--- src/station_cfg_consts.svh ---
`ifndef STATION_CFG_CONSTS_SVH
`define STATION_CFG_CONSTS_SVH
// register byte addresses
`define REG_CFG_STATUS   8'h00
`define REG_NET_STORED   8'h04
`define REG_IRQ_STATUS   8'h08
`define REG_IRQ_MASK     8'h0C
`define REG_FAULT_CTRL   8'h10
`define REG_VALVE_CMD    8'h14
`define REG_VALVE_OUT    8'h18
// dip bank bit positions
`define DIP_NET_A        0
`define DIP_NET_B        1
`define DIP_HOLD         2
// station and network number limits
`define STATION_MIN      7'h01
`define STATION_MAX      7'h78
`define NET_MIN          8'h01
`define NET_MAX          8'hEF
// irq bit positions
`define IRQ_STATION_BAD  0
`define IRQ_NET_BAD      1
`define IRQ_FAULT_ENTER  2
// bus responses
`define RESP_OKAY        2'h0
`define RESP_SLVERR      2'h2
`endif

--- src/station_cfg_pkg.sv ---
package station_cfg_pkg;
  typedef enum logic [1:0] {
    NET_FROM_STORE = 2'h0,
    NET_ONE        = 2'h1,
    NET_TWO        = 2'h2,
    NET_THREE      = 2'h3
  } netMode_t;
  typedef enum logic [1:0] {
    LD_WAIT   = 2'h0,
    LD_SAMPLE = 2'h1,
    LD_RUN    = 2'h2
  } loadState_t;
endpackage

--- src/station_number_decode.sv ---
`timescale 1ns/1ps
`include "station_cfg_consts.svh"
module station_number_decode (
  // switch digits
  input  wire logic [3:0] tensDigit,
  input  wire logic [3:0] unitsDigit,
  // decoded result
  output logic      [6:0] stationNumber,
  output logic            stationValid
);
  logic [6:0] tensValue;

  always_comb begin
    tensValue = 7'h00;
    if (tensDigit <= 4'hC) begin
      tensValue = 7'(tensDigit) * 7'h0A;
    end
  end

  always_comb begin
    stationNumber = 7'(tensValue + 7'(unitsDigit));
    stationValid  = (tensDigit <= 4'hC) && (unitsDigit <= 4'h9)
                 && (stationNumber >= `STATION_MIN) && (stationNumber <= `STATION_MAX);
  end
endmodule

--- src/station_switch_config_decoder.sv ---
// Our own choices: register access over AXI4-Lite and the register offsets.
`timescale 1ns/1ps
`include "station_cfg_consts.svh"
module station_switch_config_decoder (
  // clock and reset
  input  wire logic        mclk,
  input  wire logic        rst_n,
  // configuration switches
  input  wire logic [5:0]  dip_config_switch_bank,
  input  wire logic [3:0]  station_tens_digit_switch,
  input  wire logic [3:0]  station_units_digit_switch,
  // link status
  input  wire logic        linkCommError,
  input  wire logic        linkIdle,
  // decoded configuration, valve outputs and interrupt
  output logic      [7:0]  networkNumber,
  output logic      [6:0]  stationNumber,
  output logic             configReady,
  output logic             netErrorLed,
  output logic      [31:0] valveOut,
  output logic             irq,
  // axi4-lite write address
  input  wire logic [7:0]  s_axi_awaddr,
  input  wire logic        s_axi_awvalid,
  output logic             s_axi_awready,
  // axi4-lite write data
  input  wire logic [31:0] s_axi_wdata,
  input  wire logic [3:0]  s_axi_wstrb,
  input  wire logic        s_axi_wvalid,
  output logic             s_axi_wready,
  // axi4-lite write response
  output logic      [1:0]  s_axi_bresp,
  output logic             s_axi_bvalid,
  input  wire logic        s_axi_bready,
  // axi4-lite read address
  input  wire logic [7:0]  s_axi_araddr,
  input  wire logic        s_axi_arvalid,
  output logic             s_axi_arready,
  // axi4-lite read data
  output logic      [31:0] s_axi_rdata,
  output logic      [1:0]  s_axi_rresp,
  output logic             s_axi_rvalid,
  input  wire logic        s_axi_rready
);

  ////////////////////////////////////////////////////////////////////////////
  // switch and link synchronisers
  logic [13:0] swMeta_q;
  logic [13:0] swSync_q;
  logic [1:0]  linkMeta_q;
  logic [1:0]  linkSync_q;
  logic        linkFault;
  logic        linkFaultDly_q;

  // no reset: the pair keeps filling while reset is held
  always_ff @(posedge mclk) begin
    swMeta_q <= {dip_config_switch_bank, station_tens_digit_switch,
                 station_units_digit_switch};
    swSync_q <= swMeta_q;
  end

  always_ff @(posedge mclk or negedge rst_n) begin
    if (!rst_n) begin
      linkMeta_q     <= 2'h0;
      linkSync_q     <= 2'h0;
      linkFaultDly_q <= 1'b0;
    end else begin
      linkMeta_q     <= {linkCommError, linkIdle};
      linkSync_q     <= linkMeta_q;
      linkFaultDly_q <= linkFault;
    end
  end

  assign linkFault = linkSync_q[1] || linkSync_q[0];

  ////////////////////////////////////////////////////////////////////////////
  // power-up sampling
  station_cfg_pkg::loadState_t loadState_q;
  logic       cfgDone_q;
  logic [5:0] dipLatched_q;
  logic [3:0] tensLatched_q;
  logic [3:0] unitsLatched_q;

  always_ff @(posedge mclk or negedge rst_n) begin
    if (!rst_n) begin
      loadState_q <= station_cfg_pkg::LD_WAIT;
      cfgDone_q   <= 1'b0;
    end else begin
      cfgDone_q   <= configReady;
      case (loadState_q)
        station_cfg_pkg::LD_WAIT:   loadState_q <= station_cfg_pkg::LD_SAMPLE;
        station_cfg_pkg::LD_SAMPLE: loadState_q <= station_cfg_pkg::LD_RUN;
        station_cfg_pkg::LD_RUN:    loadState_q <= station_cfg_pkg::LD_RUN;
        default:                    loadState_q <= station_cfg_pkg::LD_WAIT;
      endcase
    end
  end

  // wait state lets the synchronisers fill before the one capture
  always_ff @(posedge mclk or negedge rst_n) begin
    if (!rst_n) begin
      dipLatched_q   <= 6'h00;
      tensLatched_q  <= 4'h0;
      unitsLatched_q <= 4'h0;
    end else if (loadState_q == station_cfg_pkg::LD_SAMPLE) begin
      dipLatched_q   <= swSync_q[13:8];
      tensLatched_q  <= swSync_q[7:4];
      unitsLatched_q <= swSync_q[3:0];
    end
  end

  assign configReady = (loadState_q == station_cfg_pkg::LD_RUN);

  ////////////////////////////////////////////////////////////////////////////
  // network and station decode
  station_cfg_pkg::netMode_t netMode;
  logic [7:0] netStored_q;
  logic       stationValid;
  logic       netValid;

  assign netMode = station_cfg_pkg::netMode_t'({dipLatched_q[`DIP_NET_B],
                                                dipLatched_q[`DIP_NET_A]});

  always_comb begin
    case (netMode)
      station_cfg_pkg::NET_ONE:   networkNumber = 8'h01;
      station_cfg_pkg::NET_TWO:   networkNumber = 8'h02;
      station_cfg_pkg::NET_THREE: networkNumber = 8'h03;
      default:                    networkNumber = netStored_q;
    endcase
  end

  assign netValid = (networkNumber >= `NET_MIN) && (networkNumber <= `NET_MAX);

  station_number_decode u_decode (
    .tensDigit     (tensLatched_q),
    .unitsDigit    (unitsLatched_q),
    .stationNumber (stationNumber),
    .stationValid  (stationValid)
  );

  assign netErrorLed = configReady && (!stationValid || !netValid);

  ////////////////////////////////////////////////////////////////////////////
  // fault output behaviour
  logic [31:0] valveCmd_q;
  logic [31:0] valveOut_q;

  always_ff @(posedge mclk or negedge rst_n) begin
    if (!rst_n) begin
      valveOut_q <= 32'h00000000;
    end else if (!configReady) begin
      valveOut_q <= 32'h00000000;
    end else if (linkFault) begin
      if (!dipLatched_q[`DIP_HOLD]) begin
        valveOut_q <= 32'h00000000;
      end
    end else begin
      valveOut_q <= valveCmd_q;
    end
  end

  assign valveOut = valveOut_q;

  ////////////////////////////////////////////////////////////////////////////
  // interrupt events
  logic [2:0] irqStatus_q;
  logic [2:0] irqMask_q;
  logic [2:0] irqClear;
  logic [2:0] irqSet;

  // load checks fire once, on the first ready cycle
  assign irqSet = {linkFault && !linkFaultDly_q && configReady,
                   configReady && !cfgDone_q && !netValid,
                   configReady && !cfgDone_q && !stationValid};

  always_ff @(posedge mclk or negedge rst_n) begin
    if (!rst_n) begin
      irqStatus_q <= 3'h0;
    end else begin
      irqStatus_q <= (irqStatus_q & ~irqClear) | irqSet;
    end
  end

  assign irq = |(irqStatus_q & irqMask_q);

  ////////////////////////////////////////////////////////////////////////////
  // axi4-lite slave
  logic [7:0]  awAddr_q;
  logic        awHeld_q;
  logic [31:0] wData_q;
  logic [3:0]  wStrb_q;
  logic        wHeld_q;
  logic        bValid_q;
  logic [1:0]  bResp_q;
  logic        rValid_q;
  logic [31:0] rData_q;
  logic [1:0]  rResp_q;
  logic        doWrite;

  assign s_axi_awready = !awHeld_q && !bValid_q;
  assign s_axi_wready  = !wHeld_q && !bValid_q;
  assign doWrite       = awHeld_q && wHeld_q && !bValid_q;

  always_ff @(posedge mclk or negedge rst_n) begin
    if (!rst_n) begin
      awHeld_q <= 1'b0;
      awAddr_q <= 8'h00;
      wHeld_q  <= 1'b0;
      wData_q  <= 32'h00000000;
      wStrb_q  <= 4'h0;
      bValid_q <= 1'b0;
      bResp_q  <= `RESP_OKAY;
    end else begin
      if (s_axi_awvalid && s_axi_awready) begin
        awHeld_q <= 1'b1;
        awAddr_q <= s_axi_awaddr;
      end
      if (s_axi_wvalid && s_axi_wready) begin
        wHeld_q <= 1'b1;
        wData_q <= s_axi_wdata;
        wStrb_q <= s_axi_wstrb;
      end
      if (doWrite) begin
        awHeld_q <= 1'b0;
        wHeld_q  <= 1'b0;
        bValid_q <= 1'b1;
        case (awAddr_q)
          `REG_NET_STORED, `REG_IRQ_STATUS, `REG_IRQ_MASK, `REG_VALVE_CMD:
            bResp_q <= `RESP_OKAY;
          default: bResp_q <= `RESP_SLVERR;
        endcase
      end else if (bValid_q && s_axi_bready) begin
        bValid_q <= 1'b0;
      end
    end
  end

  assign irqClear = (doWrite && awAddr_q == `REG_IRQ_STATUS && wStrb_q[0])
                    ? wData_q[2:0] : 3'h0;

  always_ff @(posedge mclk or negedge rst_n) begin
    if (!rst_n) begin
      netStored_q <= 8'h00;
      irqMask_q   <= 3'h0;
      valveCmd_q  <= 32'h00000000;
    end else if (doWrite) begin
      if (awAddr_q == `REG_NET_STORED && wStrb_q[0]) begin
        netStored_q <= wData_q[7:0];
      end
      if (awAddr_q == `REG_IRQ_MASK && wStrb_q[0]) begin
        irqMask_q <= wData_q[2:0];
      end
      if (awAddr_q == `REG_VALVE_CMD) begin
        for (int i = 0; i < 4; i++) begin
          if (wStrb_q[i]) begin
            valveCmd_q[i*8 +: 8] <= wData_q[i*8 +: 8];
          end
        end
      end
    end
  end

  assign s_axi_bvalid  = bValid_q;
  assign s_axi_bresp   = bResp_q;
  assign s_axi_arready = !rValid_q;

  always_ff @(posedge mclk or negedge rst_n) begin
    if (!rst_n) begin
      rValid_q <= 1'b0;
      rData_q  <= 32'h00000000;
      rResp_q  <= `RESP_OKAY;
    end else if (s_axi_arvalid && !rValid_q) begin
      rValid_q <= 1'b1;
      rResp_q  <= `RESP_OKAY;
      case (s_axi_araddr)
        `REG_CFG_STATUS: rData_q <= {4'h0, dipLatched_q[3:0], tensLatched_q,
                                     unitsLatched_q, 1'b0, stationNumber,
                                     networkNumber[3:0], netErrorLed,
                                     dipLatched_q[`DIP_HOLD], configReady,
                                     linkFault};
        `REG_NET_STORED: rData_q <= {24'h000000, netStored_q};
        `REG_IRQ_STATUS: rData_q <= {29'h00000000, irqStatus_q};
        `REG_IRQ_MASK:   rData_q <= {29'h00000000, irqMask_q};
        `REG_FAULT_CTRL: rData_q <= {24'h000000, networkNumber};
        `REG_VALVE_CMD:  rData_q <= valveCmd_q;
        `REG_VALVE_OUT:  rData_q <= valveOut_q;
        default: begin
          rData_q <= 32'h00000000;
          rResp_q <= `RESP_SLVERR;
        end
      endcase
    end else if (rValid_q && s_axi_rready) begin
      rValid_q <= 1'b0;
    end
  end

  assign s_axi_rvalid = rValid_q;
  assign s_axi_rdata  = rData_q;
  assign s_axi_rresp  = rResp_q;

  ////////////////////////////////////////////////////////////////////////////
  // checks
  property p_clearOnFault;
    @(posedge mclk) disable iff (!rst_n)
      (configReady && linkFault && !dipLatched_q[`DIP_HOLD]) |=> (valveOut == 32'h00000000);
  endproperty
  a_clearOnFault: assert property (p_clearOnFault) else $error("outputs not cleared");
  property p_holdOnFault;
    @(posedge mclk) disable iff (!rst_n)
      (configReady && linkFault && dipLatched_q[`DIP_HOLD]) |=> $stable(valveOut);
  endproperty
  a_holdOnFault: assert property (p_holdOnFault) else $error("outputs not held");
  property p_frozenSwitches;
    @(posedge mclk) disable iff (!rst_n)
      configReady |=> $stable(dipLatched_q) && $stable(tensLatched_q);
  endproperty
  a_frozenSwitches: assert property (p_frozenSwitches) else $error("switches resampled");
  property p_stationRange;
    @(posedge mclk) disable iff (!rst_n)
      (configReady && (stationNumber == 7'h00 || stationNumber > 7'h78)) |-> netErrorLed;
  endproperty
  a_stationRange: assert property (p_stationRange) else $error("bad station no error");
  property p_badDigit;
    @(posedge mclk) disable iff (!rst_n)
      (configReady && (unitsLatched_q > 4'h9 || tensLatched_q > 4'hC)) |-> netErrorLed;
  endproperty
  a_badDigit: assert property (p_badDigit) else $error("bad digit no error");
  property p_stationSum;
    @(posedge mclk) disable iff (!rst_n)
      (tensLatched_q <= 4'hC && unitsLatched_q <= 4'h9) |->
        stationNumber == 7'(tensLatched_q) * 7'h0A + 7'(unitsLatched_q);
  endproperty
  a_stationSum: assert property (p_stationSum) else $error("station sum wrong");
  property p_fixedNet;
    @(posedge mclk) disable iff (!rst_n)
      (netMode != station_cfg_pkg::NET_FROM_STORE) |-> networkNumber == 8'(netMode);
  endproperty
  a_fixedNet: assert property (p_fixedNet) else $error("network number wrong");
  property p_netUnset;
    @(posedge mclk) disable iff (!rst_n)
      (configReady && netMode == station_cfg_pkg::NET_FROM_STORE && netStored_q == 8'h00)
        |-> netErrorLed;
  endproperty
  a_netUnset: assert property (p_netUnset) else $error("unset network no error");
  property p_goodConfig;
    @(posedge mclk) disable iff (!rst_n)
      (configReady && stationNumber inside {[7'h01:7'h78]} && unitsLatched_q <= 4'h9
       && tensLatched_q <= 4'hC && networkNumber inside {[8'h01:8'hEF]}) |-> !netErrorLed;
  endproperty
  a_goodConfig: assert property (p_goodConfig) else $error("false network error");
endmodule

--- config.mk ---
export PLATFORM = sky130hd
export DESIGN_NAME = station_switch_config_decoder
export DESIGN_NICKNAME = d
export VERILOG_FILES = /design/src/station_cfg_pkg.sv /design/src/station_number_decode.sv /design/src/station_switch_config_decoder.sv
export VERILOG_INCLUDE_DIRS = /design/src
export SDC_FILE = /design/constraint.sdc
export NUM_CORES = 1
export LEC_CHECK = 0
export BUFFER_PORTS_ARGS = -buffer_cell sky130_fd_sc_hd__buf_2
export CAP_MARGIN = 25
export CORE_UTILIZATION = 50
export DETAILED_ROUTE_END_ITERATION = 6
export GPL_TIMING_DRIVEN = 0
export PLACE_DENSITY = 0.79
export SLEW_MARGIN = 20
export SYNTH_ARGS = -nofsm -noshare
export SYNTH_HDL_FRONTEND = slang
export SYNTH_SLANG_ARGS = --single-unit
--- constraint.sdc ---
create_clock -name mclk -period 2.5 [get_ports mclk]
set_input_delay 0.25 -clock mclk [delete_from_list [all_inputs] [get_ports mclk]]
set_output_delay 0.25 -clock mclk [all_outputs]
set_load 0.01 [all_outputs]
## After elaboration in Yosys (flattened, before gate mapping)

Cells that the tools add are included.

| word-level totals | value |
|---|---|
| register bits after elaboration | 206 |
| input bits | 75 |

| cells by class | value |
|---|---|
| order comparisons | 6 |
| add/sub/neg operators | 1 |
| multipliers | 1 |
| reduce and logical (&&, ||, !) cells | 49 |
| eq/ne operators | 16 |
| muxes and demuxes | 18 |
| bitwise logic cells | 4 |

Operator list:

| cell | number |
|---|---|
| $pmux 32 s7 | 1 |
| $mux 32 | 3 |
| $eq 8x4->1 const B | 4 |
| $eq 8x5->1 const B | 4 |
| $pmux 8 s3 | 1 |
| $logic_and 1x1->1 | 23 |
| $eq 8x3->1 const B | 2 |
| $reduce_and 3->1 | 4 |
| $ge 8x1->1 const B | 1 |
| $le 4x4->1 const B | 2 |
| $le 8x8->1 const B | 1 |
| $logic_not 1->1 | 8 |
| $logic_not 8->1 | 1 |
| $mux 1 | 8 |
| $reduce_bool 2->1 | 4 |
| $add 7x4->7 | 1 |
| $ge 7x1->1 const B | 1 |
| $le 7x7->1 const B | 1 |
| $mux 7 | 1 |
| $reduce_or 7->1 | 1 |
| $and 3x3->3 | 2 |
| $eq 2x2->1 const B | 3 |
| $mul 4x3->6 const B | 1 |
| $eq 2x1->1 const B | 2 |
| other kinds (12) | 15 |

## Logic depth before layout (Yosys ltp)

Gate-level depths: netlist (run 1).

| depth | value |
|---|---|
| word-level depth | 10 |
| mapped depth | 8 |

## By module

A second synthesis (run 1) with hierarchy kept.

| unflattened totals | value |
|---|---|
| cells, all modules | 637 |
| area, all modules | 8331.7 sq um |

By module, submodules not included:

| module | instances | area an instance (sq um) | cells each |
|---|---|---|---|
| station_switch_config_decoder | 1 | 7963.9 | 590 |
| station_number_decode | 1 | 367.9 | 47 |

## Worst setup path before layout (run 1)

Ideal clock, no wire load.

| timing path | value |
|---|---|
| path type | flip-flop to output port |
| from | register tensLatched_q[3] |
| to | output port netErrorLed |
| required time | 2250 ps |
| slack | -97 ps |
| data arrival time | 2347 ps |
| stages on the path, launching flop included | 9 |
| path through | dfrtp_1 > ha_1 > ha_1 > fa_1 > o211ai_1 > nor4_1 > nor2_1 > a311oi_1 > nor2_1 |

| between the ends | value |
|---|---|
| word-level cells in the longest chain between the ends | 9 |
| elaborated cells between the ends (all ways) | 12 |
| classes of those cells | add/sub (1); mul (1); order compare (3); mux (1); reduce/logical (6) |

RTL lines:

| what | line | RTL |
|---|---|---|
| from (decl) | station_switch_config_decoder.sv:81 | `logic [3:0] tensLatched_q;` |
| from (signal assigned) | station_switch_config_decoder.sv:107 | `tensLatched_q <= swSync_q[7:4];` |
| $mul 4x3->6 or $le 4x4->1 (tied branches) | station_number_decode.sv:16, station_number_decode.sv:15, station_number_decode.sv:22 |  |
| $mux 7 | station_number_decode.sv:15 | `if (tensDigit <= 4'hC) begin` |
| $add 7x4->7 | station_number_decode.sv:21 | `stationNumber = 7'(tensValue + 7'(unitsDigit));` |
| $ge 7x1->1 (no source line) | - |  |
| $logic_and 1x1->1 | station_number_decode.sv:22 | `stationValid = (tensDigit <= 4'hC) && (unitsDigit <= 4'h9)` |
| $logic_and 1x1->1 * | station_number_decode.sv:22 |  |
| $logic_not 1->1 * | station_switch_config_decoder.sv:142 | `assign netErrorLed = configReady && (!stationValid \|\| !netValid);` |
| $logic_or 1x1->1 * | station_switch_config_decoder.sv:142 |  |
| $logic_and 1x1->1 * | station_switch_config_decoder.sv:142 |  |
| to (decl) | station_switch_config_decoder.sv:19 | `output logic netErrorLed,` |

Every way passes the cells marked *; elsewhere a longest branch is shown, timed or not.

## Worst setup path in the final report (run 1)

Ends and elaborated chain as after synthesis.

==> summary.txt, run 1 <==
number of warnings issued by yosys: 0
peak per-stage delay on the critical path: 0.55 ns
most common cell after layout, fill and taps aside: sky130_fd_sc_hd__dfrtp_1
sequential cell area: 4990 sq um
GPL Wtd Cong: 0.858
RSZ-0062 raised after global routing: true
sort of element at the start of the critical path: flop
area of the placeable core: 16500 sq um
HPWL Detailed: 14700 um
clock network fraction of total power: 36.4%
input/output buffers: 161
fin. max-slew vios: 0
dominant synthesized flop cell: sky130_fd_sc_hd__dfrtp_1
root buffer cell: sky130_fd_sc_hd__clkbuf_16
Tightest Pin Transition: 0.962 ns
number of rows in the core area: 47
wire length on met1: 9290 um
EDFF count, synth: 0
TritonCTS buffer count: 22
share of cells above drive strength 1: 40.4%
detailed-route via count: 6465
static leakage: 0.00550 uW
crit-path max FO: 3
number of antenna violations at the first check in global routing: 0
post-detailed-route DRC marker count: 0
wire length on met3: 1570 um
largest net degree at the start of global routing: 95
headroom to the max-slew limit: 35.3%
count of distinct cell types in the synthesized netlist: 66
peak supply drop: 0.647 mV
switching power: 2500 uW
Seq/Total Area, Yosys: 58.9%
top cell type's share of synthesized area: 53.3%
fill cell total of the finished layout: 1154
ratio of final minimum period to clock period: 132%
routed wire length on met2: 11100 um
final wirelength: 22800 um
starting density of the core: 51.2%
Cells after Synth: 634
combinational group share of total power: 17.7%
setup-violating endpoint count in the final report: 8
final period demand of the worst path: 3.30 ns
detail-routed via count per cell: 5.69
Chip Width: 132 um
Die Footprint: 17400 sq um
cell with the largest stage delay on the worst path: sky130_fd_sc_hd__fa_2
total overflow reported by the global router: 0
Worst path most repeated cell: sky130_fd_sc_hd__ha_4
required time reported for the critical path endpoint: 2.25 ns
clock-pin slew reported for the worst setup and hold paths after clock tree synthesis: 0.06 ns
area of the mapped netlist: 8460 sq um
dominant cells by area after synthesis: sky130_fd_sc_hd__dfrtp_1 (53%), sky130_fd_sc_hd__mux2_2 (7.3%), sky130_fd_sc_hd__dfxtp_1 (5.7%)
post-placement cell area: 9580 sq um
total of max-cap violations: 0
Mapped Avg Cell Area: 13.3 sq um
footprint of the multi-input gates: 3500 sq um
Worst-Skew Late Latency: 0.51 ns
clock sink count: 204
All-Layer GR Usage: 26.4%
uppermost routed layer: met4
first-pass GRT wire length: 36000 um
total power per unit cell area: 817 nW/um^2
class of the tightest hold or removal check: in -> reg
share of synthesized flip-flops with an asynchronous set or reset: 88.2%
drt first-iter violations: 360
count of pins on the block boundary: 166
maximum buffer depth of the clock tree: 3
endpoint type of the worst setup path: output port
H-tree depth: 1
arrival time of the worst setup path: 3.05 ns
fraction of power consumed by sequential logic: 45.9%
antenna violation net count after detailed routing: 0
final net count: 985
failing checks: negative setup slack
most frequent cells in the layout: sky130_fd_sc_hd__dfrtp_1 (176), sky130_fd_sc_hd__buf_2 (165), sky130_fd_sc_hd__dlygate4sd3_1 (56)
Worst Skew: 0.00957 ns
TritonCTS clock tree: done
final hold vios: 0
result of the run: finished with violations
worst-path cell chain: ha_4 > ha_4 > fa_2 > o211ai_1 > buf_4 > o211a_4 > nor2_4 > a311oi_4 > nor2_1 > buf_2
Pint: 6790 uW
total non-filler cell area in the finished layout: 11400 sq um
Die Height: 132 um
Max Clock Freq: 303 MHz
cell type with the largest total area after synthesis: sky130_fd_sc_hd__dfrtp_1
final worst setup slack: -0.803 ns
number of iterations in the first detailed-routing pass: 5
critical path start-end classification: reg -> out
area delta synth->final: 34.5%
post-DR wirelength/cell: 20.1 um
Fin Setup TNS: -2.48 ns
via count of the first global-routing pass: 6586
post-synthesis register bit count: 204
net switching share of the total power: 26.9%
final timing paths:
path | cells past startpoint | slack [ns] | endpoint | startpoint
setup / recovery | 10 | -0.80 | netErrorLed | tensLatched_q[3]
hold / removal | 2 | 0.01 | awAddr_q[2] | s_axi_awaddr[2]
setup reg to reg | 10 | -0.17 | s_axi_rdata[3] | tensLatched_q[1]
hold reg to reg | 0 | 0.32 | swSync_q[8] | swMeta_q[8]
max in group asynchronous | 3 | 1.28 | netStored_q[6] | rst_n
min in group asynchronous | 2 | 0.36 | valveOut[16] | rst_n
cell usage after synthesis (3+ instances only):
master and n:
sky130_fd_sc_hd__dfrtp_1 180, sky130_fd_sc_hd__mux2_2 55, sky130_fd_sc_hd__a22o_1 51, sky130_fd_sc_hd__nand2_1 45, sky130_fd_sc_hd__dfxtp_1 24, sky130_fd_sc_hd__mux2_4 24
sky130_fd_sc_hd__o21ai_1 24, sky130_fd_sc_hd__a21oi_1 20, sky130_fd_sc_hd__clkbuf_1 19, sky130_fd_sc_hd__mux2_1 19, sky130_fd_sc_hd__nor2_1 16, sky130_fd_sc_hd__inv_1 12
sky130_fd_sc_hd__and2_1 10, sky130_fd_sc_hd__a22oi_1 9, sky130_fd_sc_hd__ha_1 9, sky130_fd_sc_hd__a21o_1 8, sky130_fd_sc_hd__o21ai_0 8, sky130_fd_sc_hd__buf_2 7
sky130_fd_sc_hd__a221oi_1 4, sky130_fd_sc_hd__a222oi_1 4, sky130_fd_sc_hd__buf_4 4, sky130_fd_sc_hd__nand3b_1 4, sky130_fd_sc_hd__nor4_1 4, sky130_fd_sc_hd__a21boi_0 3
sky130_fd_sc_hd__a31oi_1 3, sky130_fd_sc_hd__buf_6 3, sky130_fd_sc_hd__mux2i_1 3, sky130_fd_sc_hd__nand2_8 3, sky130_fd_sc_hd__nand2b_1 3, sky130_fd_sc_hd__nand3_1 3
sky130_fd_sc_hd__o211ai_1 3, sky130_fd_sc_hd__xor2_1 3
power by group through the flow:
stage	sequential (uW)	clock, uW	combinational, uW
final	4270	3380	1650
after detailed placement	4320	0	1350
after global placement	4290	0	1310
after floorplan	4190	0	949
after CTS	4260	3420	1540
after global routing	4340	3540	1780
flip-flops by register name, indices dropped and copies added (netlist names), 8 cells and up:
signal,count
swSync_q,12
s_axi_rdata,32
awAddr_q,8
netStored_q,8
valveOut,32
valveCmd_q,32
swMeta_q,12
wData_q,32
worst max-delay path, delay by kind of cell, from the launching register on:
kind                       cells  cell delay [ns]
adders and majority gates      3             0.96
AOI/OAI and AO/OA              3             0.50
DFF                            1             0.46
buffers and inverters          2             0.33
and+or+nand+nor                2             0.29
final cells by class:
type	instances	share of cell area, %
Multi-Input combinational cell	383	30.8
Clock inverter	12	1.26
Sequential cell	204	43.9
Inverter	12	0.396
Buffer	36	1.74
Clock buffer	28	5.40
Tap cell	220	2.42
Antenna cell	1	0.0220
Timing Repair Buffer	240	14.1
metrics by stage:
stage               utilization, %  setup slack (ns)  instances  hold WS (ns)  total power [uW]
detailed placement            58.0            -0.566       1017         0.312              5670
global route                  68.8            -0.906       1135       0.00213              9660
finish                        68.8            -0.803       1136       0.00980              9290
global placement              57.8             -1.67       1016         0.311              5600
CTS                           67.6            -0.816       1133      0.000738              9220
floorplan                        -           -0.0845        635       -0.0456              5140
per-layer routing:
layer	GRT usage [%]	vias to the layer above
met5	0	-
met4	9.43	0
met3	4.77	57
met2	43.6	283
met1	35.2	3261
li1	-	2864
what timing repair did:
item / in CTS / in global routing
pin swaps: 11 / 17
setup buffers: 21 / 6
gates resized for setup: 27 / 33
hold buffers: 56 / 0
hold endpoints to repair: 148 / 0
endpoints found under the setup margin: 9 / 11
cell families after synthesis:
family,synth area share (%)
muxes,14.7
other,0.0443
AOI/OAI and AO/OA,13.8
and+or+nand+nor,7.43
DFF,58.9
xor gates and xnor gates,0.414
buffers and inverters,2.87
adders and majority gates,1.81
Power figures use the tool's default switching activity.
==> inputs of run 2 (changes only) <==
Settings changed: SETUP_SLACK_MARGIN set to 0.3.
==> summary.txt, run 2 (same netlist as run 1, synthesis figures left out) <==
number of rows in the core area: 47
Die Footprint: 17400 sq um
arrival time of the worst setup path: 3.11 ns
antenna violation net count after detailed routing: 0
first-pass GRT wire length: 35200 um
HPWL Detailed: 14600 um
Max Clock Freq: 298 MHz
TritonCTS clock tree: done
number of antenna violations at the first check in global routing: 0
largest net degree at the start of global routing: 101
number of iterations in the first detailed-routing pass: 5
All-Layer GR Usage: 26.1%
peak per-stage delay on the critical path: 0.47 ns
switching power: 2460 uW
detail-routed via count per cell: 5.74
reg-to-reg endpoint: irqStatus_q[0]
GPL Wtd Cong: 0.861
share of cells above drive strength 1: 41.2%
clock sink count: 204
final worst setup slack: -0.860 ns
total power per unit cell area: 803 nW/um^2
most frequent cells in the layout: sky130_fd_sc_hd__dfrtp_1 (176), sky130_fd_sc_hd__buf_2 (165), sky130_fd_sc_hd__mux2_2 (55)
failing checks: negative setup slack
tightest hold margin: 0.0142 ns
count of pins on the block boundary: 166
sort of element at the start of the critical path: flop
Worst Skew: 0.0186 ns
startpoint of the worst hold path: s_axi_wdata[15]
Endpoint, Worst Hold: wData_q[15]
fill cell total of the finished layout: 1140
Pint: 6690 uW
number of antenna repair diodes: 0
post-DR wirelength/cell: 21.0 um
maximum buffer depth of the clock tree: 3
fin. max-slew vios: 0
cell with the largest stage delay on the worst path: sky130_fd_sc_hd__o41ai_4
H-tree depth: 1
detailed-route via count: 6570
final hold vios: 0
result of the run: finished with violations
RR Startpoint: tensLatched_q[3]
area delta synth->final: 34.7%
headroom to the max-slew limit: 45.4%
required time reported for the critical path endpoint: 2.25 ns
clock network fraction of total power: 35.1%
final period demand of the worst path: 3.36 ns
utilization after layout: 68.9%
post-placement worst setup slack: -0.537 ns
crit-path max FO: 4
static leakage: 0.00554 uW
total overflow reported by the global router: 0
Worst-Skew Late Latency: 0.50 ns
worst-path cell chain: buf_6 > a21boi_4 > ha_2 > fa_2 > buf_6 > xor2_4 > o311ai_2 > o41ai_4 > a311oi_4 > nor2_1 > buf_2
peak supply drop: 0.642 mV
FF-to-FF setup slack: -0.28 ns
drt first-iter violations: 543
area of the placeable core: 16500 sq um
Tightest Pin Transition: 0.812 ns
setup-violating endpoint count in the final report: 9
ratio of final minimum period to clock period: 134%
TritonCTS buffer count: 22
fraction of power consumed by sequential logic: 46.7%
combinational group share of total power: 18.2%
final net count: 996
final wirelength: 24100 um
post-detailed-route DRC marker count: 0
clock-pin slew reported for the worst setup and hold paths after clock tree synthesis: 0.06 ns
net switching share of the total power: 26.8%
input/output buffers: 161
critical path start-end classification: reg -> out
depth of the worst register-to-register path: 12
starting density of the core: 51.2%
total of max-cap violations: 0
RSZ-0062 raised after global routing: true
Chip Width: 132 um
Worst path most repeated cell: sky130_fd_sc_hd__buf_6
Die Height: 132 um
class of the tightest hold or removal check: in -> reg
root buffer cell: sky130_fd_sc_hd__clkbuf_16
endpoint type of the worst setup path: output port
via count of the first global-routing pass: 6413
most common cell after layout, fill and taps aside: sky130_fd_sc_hd__dfrtp_1
hold depth: 2
## run 2: worst max-delay path by stage
stage                                start           to  slack, ns  cells past startpoint
after CTS                 tensLatched_q[1]  netErrorLed      -0.81                      9
after floorplan           tensLatched_q[3]  netErrorLed      -0.07                      8
after global placement               rst_n  awAddr_q[5]      -1.65                      1
after global routing      tensLatched_q[0]  netErrorLed      -0.92                     11
after detailed placement  tensLatched_q[3]  netErrorLed      -0.54                      9
final                     tensLatched_q[3]  netErrorLed      -0.86                     11
## run 2: timing repair
item                                   4_1_cts  5_1_grt
hold buffers                                49        2
buffers inserted                            23       15
endpoints found under the hold margin      128        2
setup endpoints to repair                   11       27
pin swaps                                   13       17
gates resized for setup                     32       29
## run 2: power groups by stage
stage	Combinational, uW	Sequential [uW]	Clock, uW
floorplan	955	4190	0
global placement	1320	4290	0
detailed placement	1360	4310	0
CTS	1540	4260	3230
global route	1800	4340	3400
finish	1670	4270	3210
## run 2: layout make-up
class	instances	area, sq um	share of cell area [%]
Buffer	36	201	1.77
Clock buffer	37	678	5.95
Clock inverter	2	35.0	0.308
Inverter	12	45.0	0.396
Multi-Input combinational cell	383	3480	30.6
Sequential cell	204	4990	43.8
Tap cell	220	275	2.42
Timing Repair Buffer	251	1680	14.8
## run 2: worst max-delay path, delay by kind of cell, from the launching register on
| family | cells | cell delay [ns] |
|---|---|---|
| DFF | 1 | 0.44 |
| AOI/OAI and AO/OA | 4 | 0.77 |
| adders and majority gates | 2 | 0.58 |
| xor gates and xnor gates | 1 | 0.19 |
| buffers and inverters | 3 | 0.46 |
| and+or+nand+nor | 1 | 0.18 |
## run 2: per-layer routing
layer  share of wire (%)  vias up  wire length [um]  track usage (%)
met2                  49      311             11700             42.9
met4                 3.9        0               945             8.91
met3                 6.4       72              1540             5.23
li1                    -     2874                 -                -
met5                   0        -                 0                0
met1                  41     3313              9870             34.8
## run 2: metrics by stage
step                      total power (uW)  setup TNS, ns  area (sq um)  std cells
after floorplan                       5150        -0.0761          8480        635
after global placement                5600        -295.03          9560       1016
after detailed placement              5680          -1.57          9600       1017
after CTS                             9030          -1.91         11100       1128
after global routing                  9550          -3.49         11400       1145
final                                 9150          -2.95         11400       1145
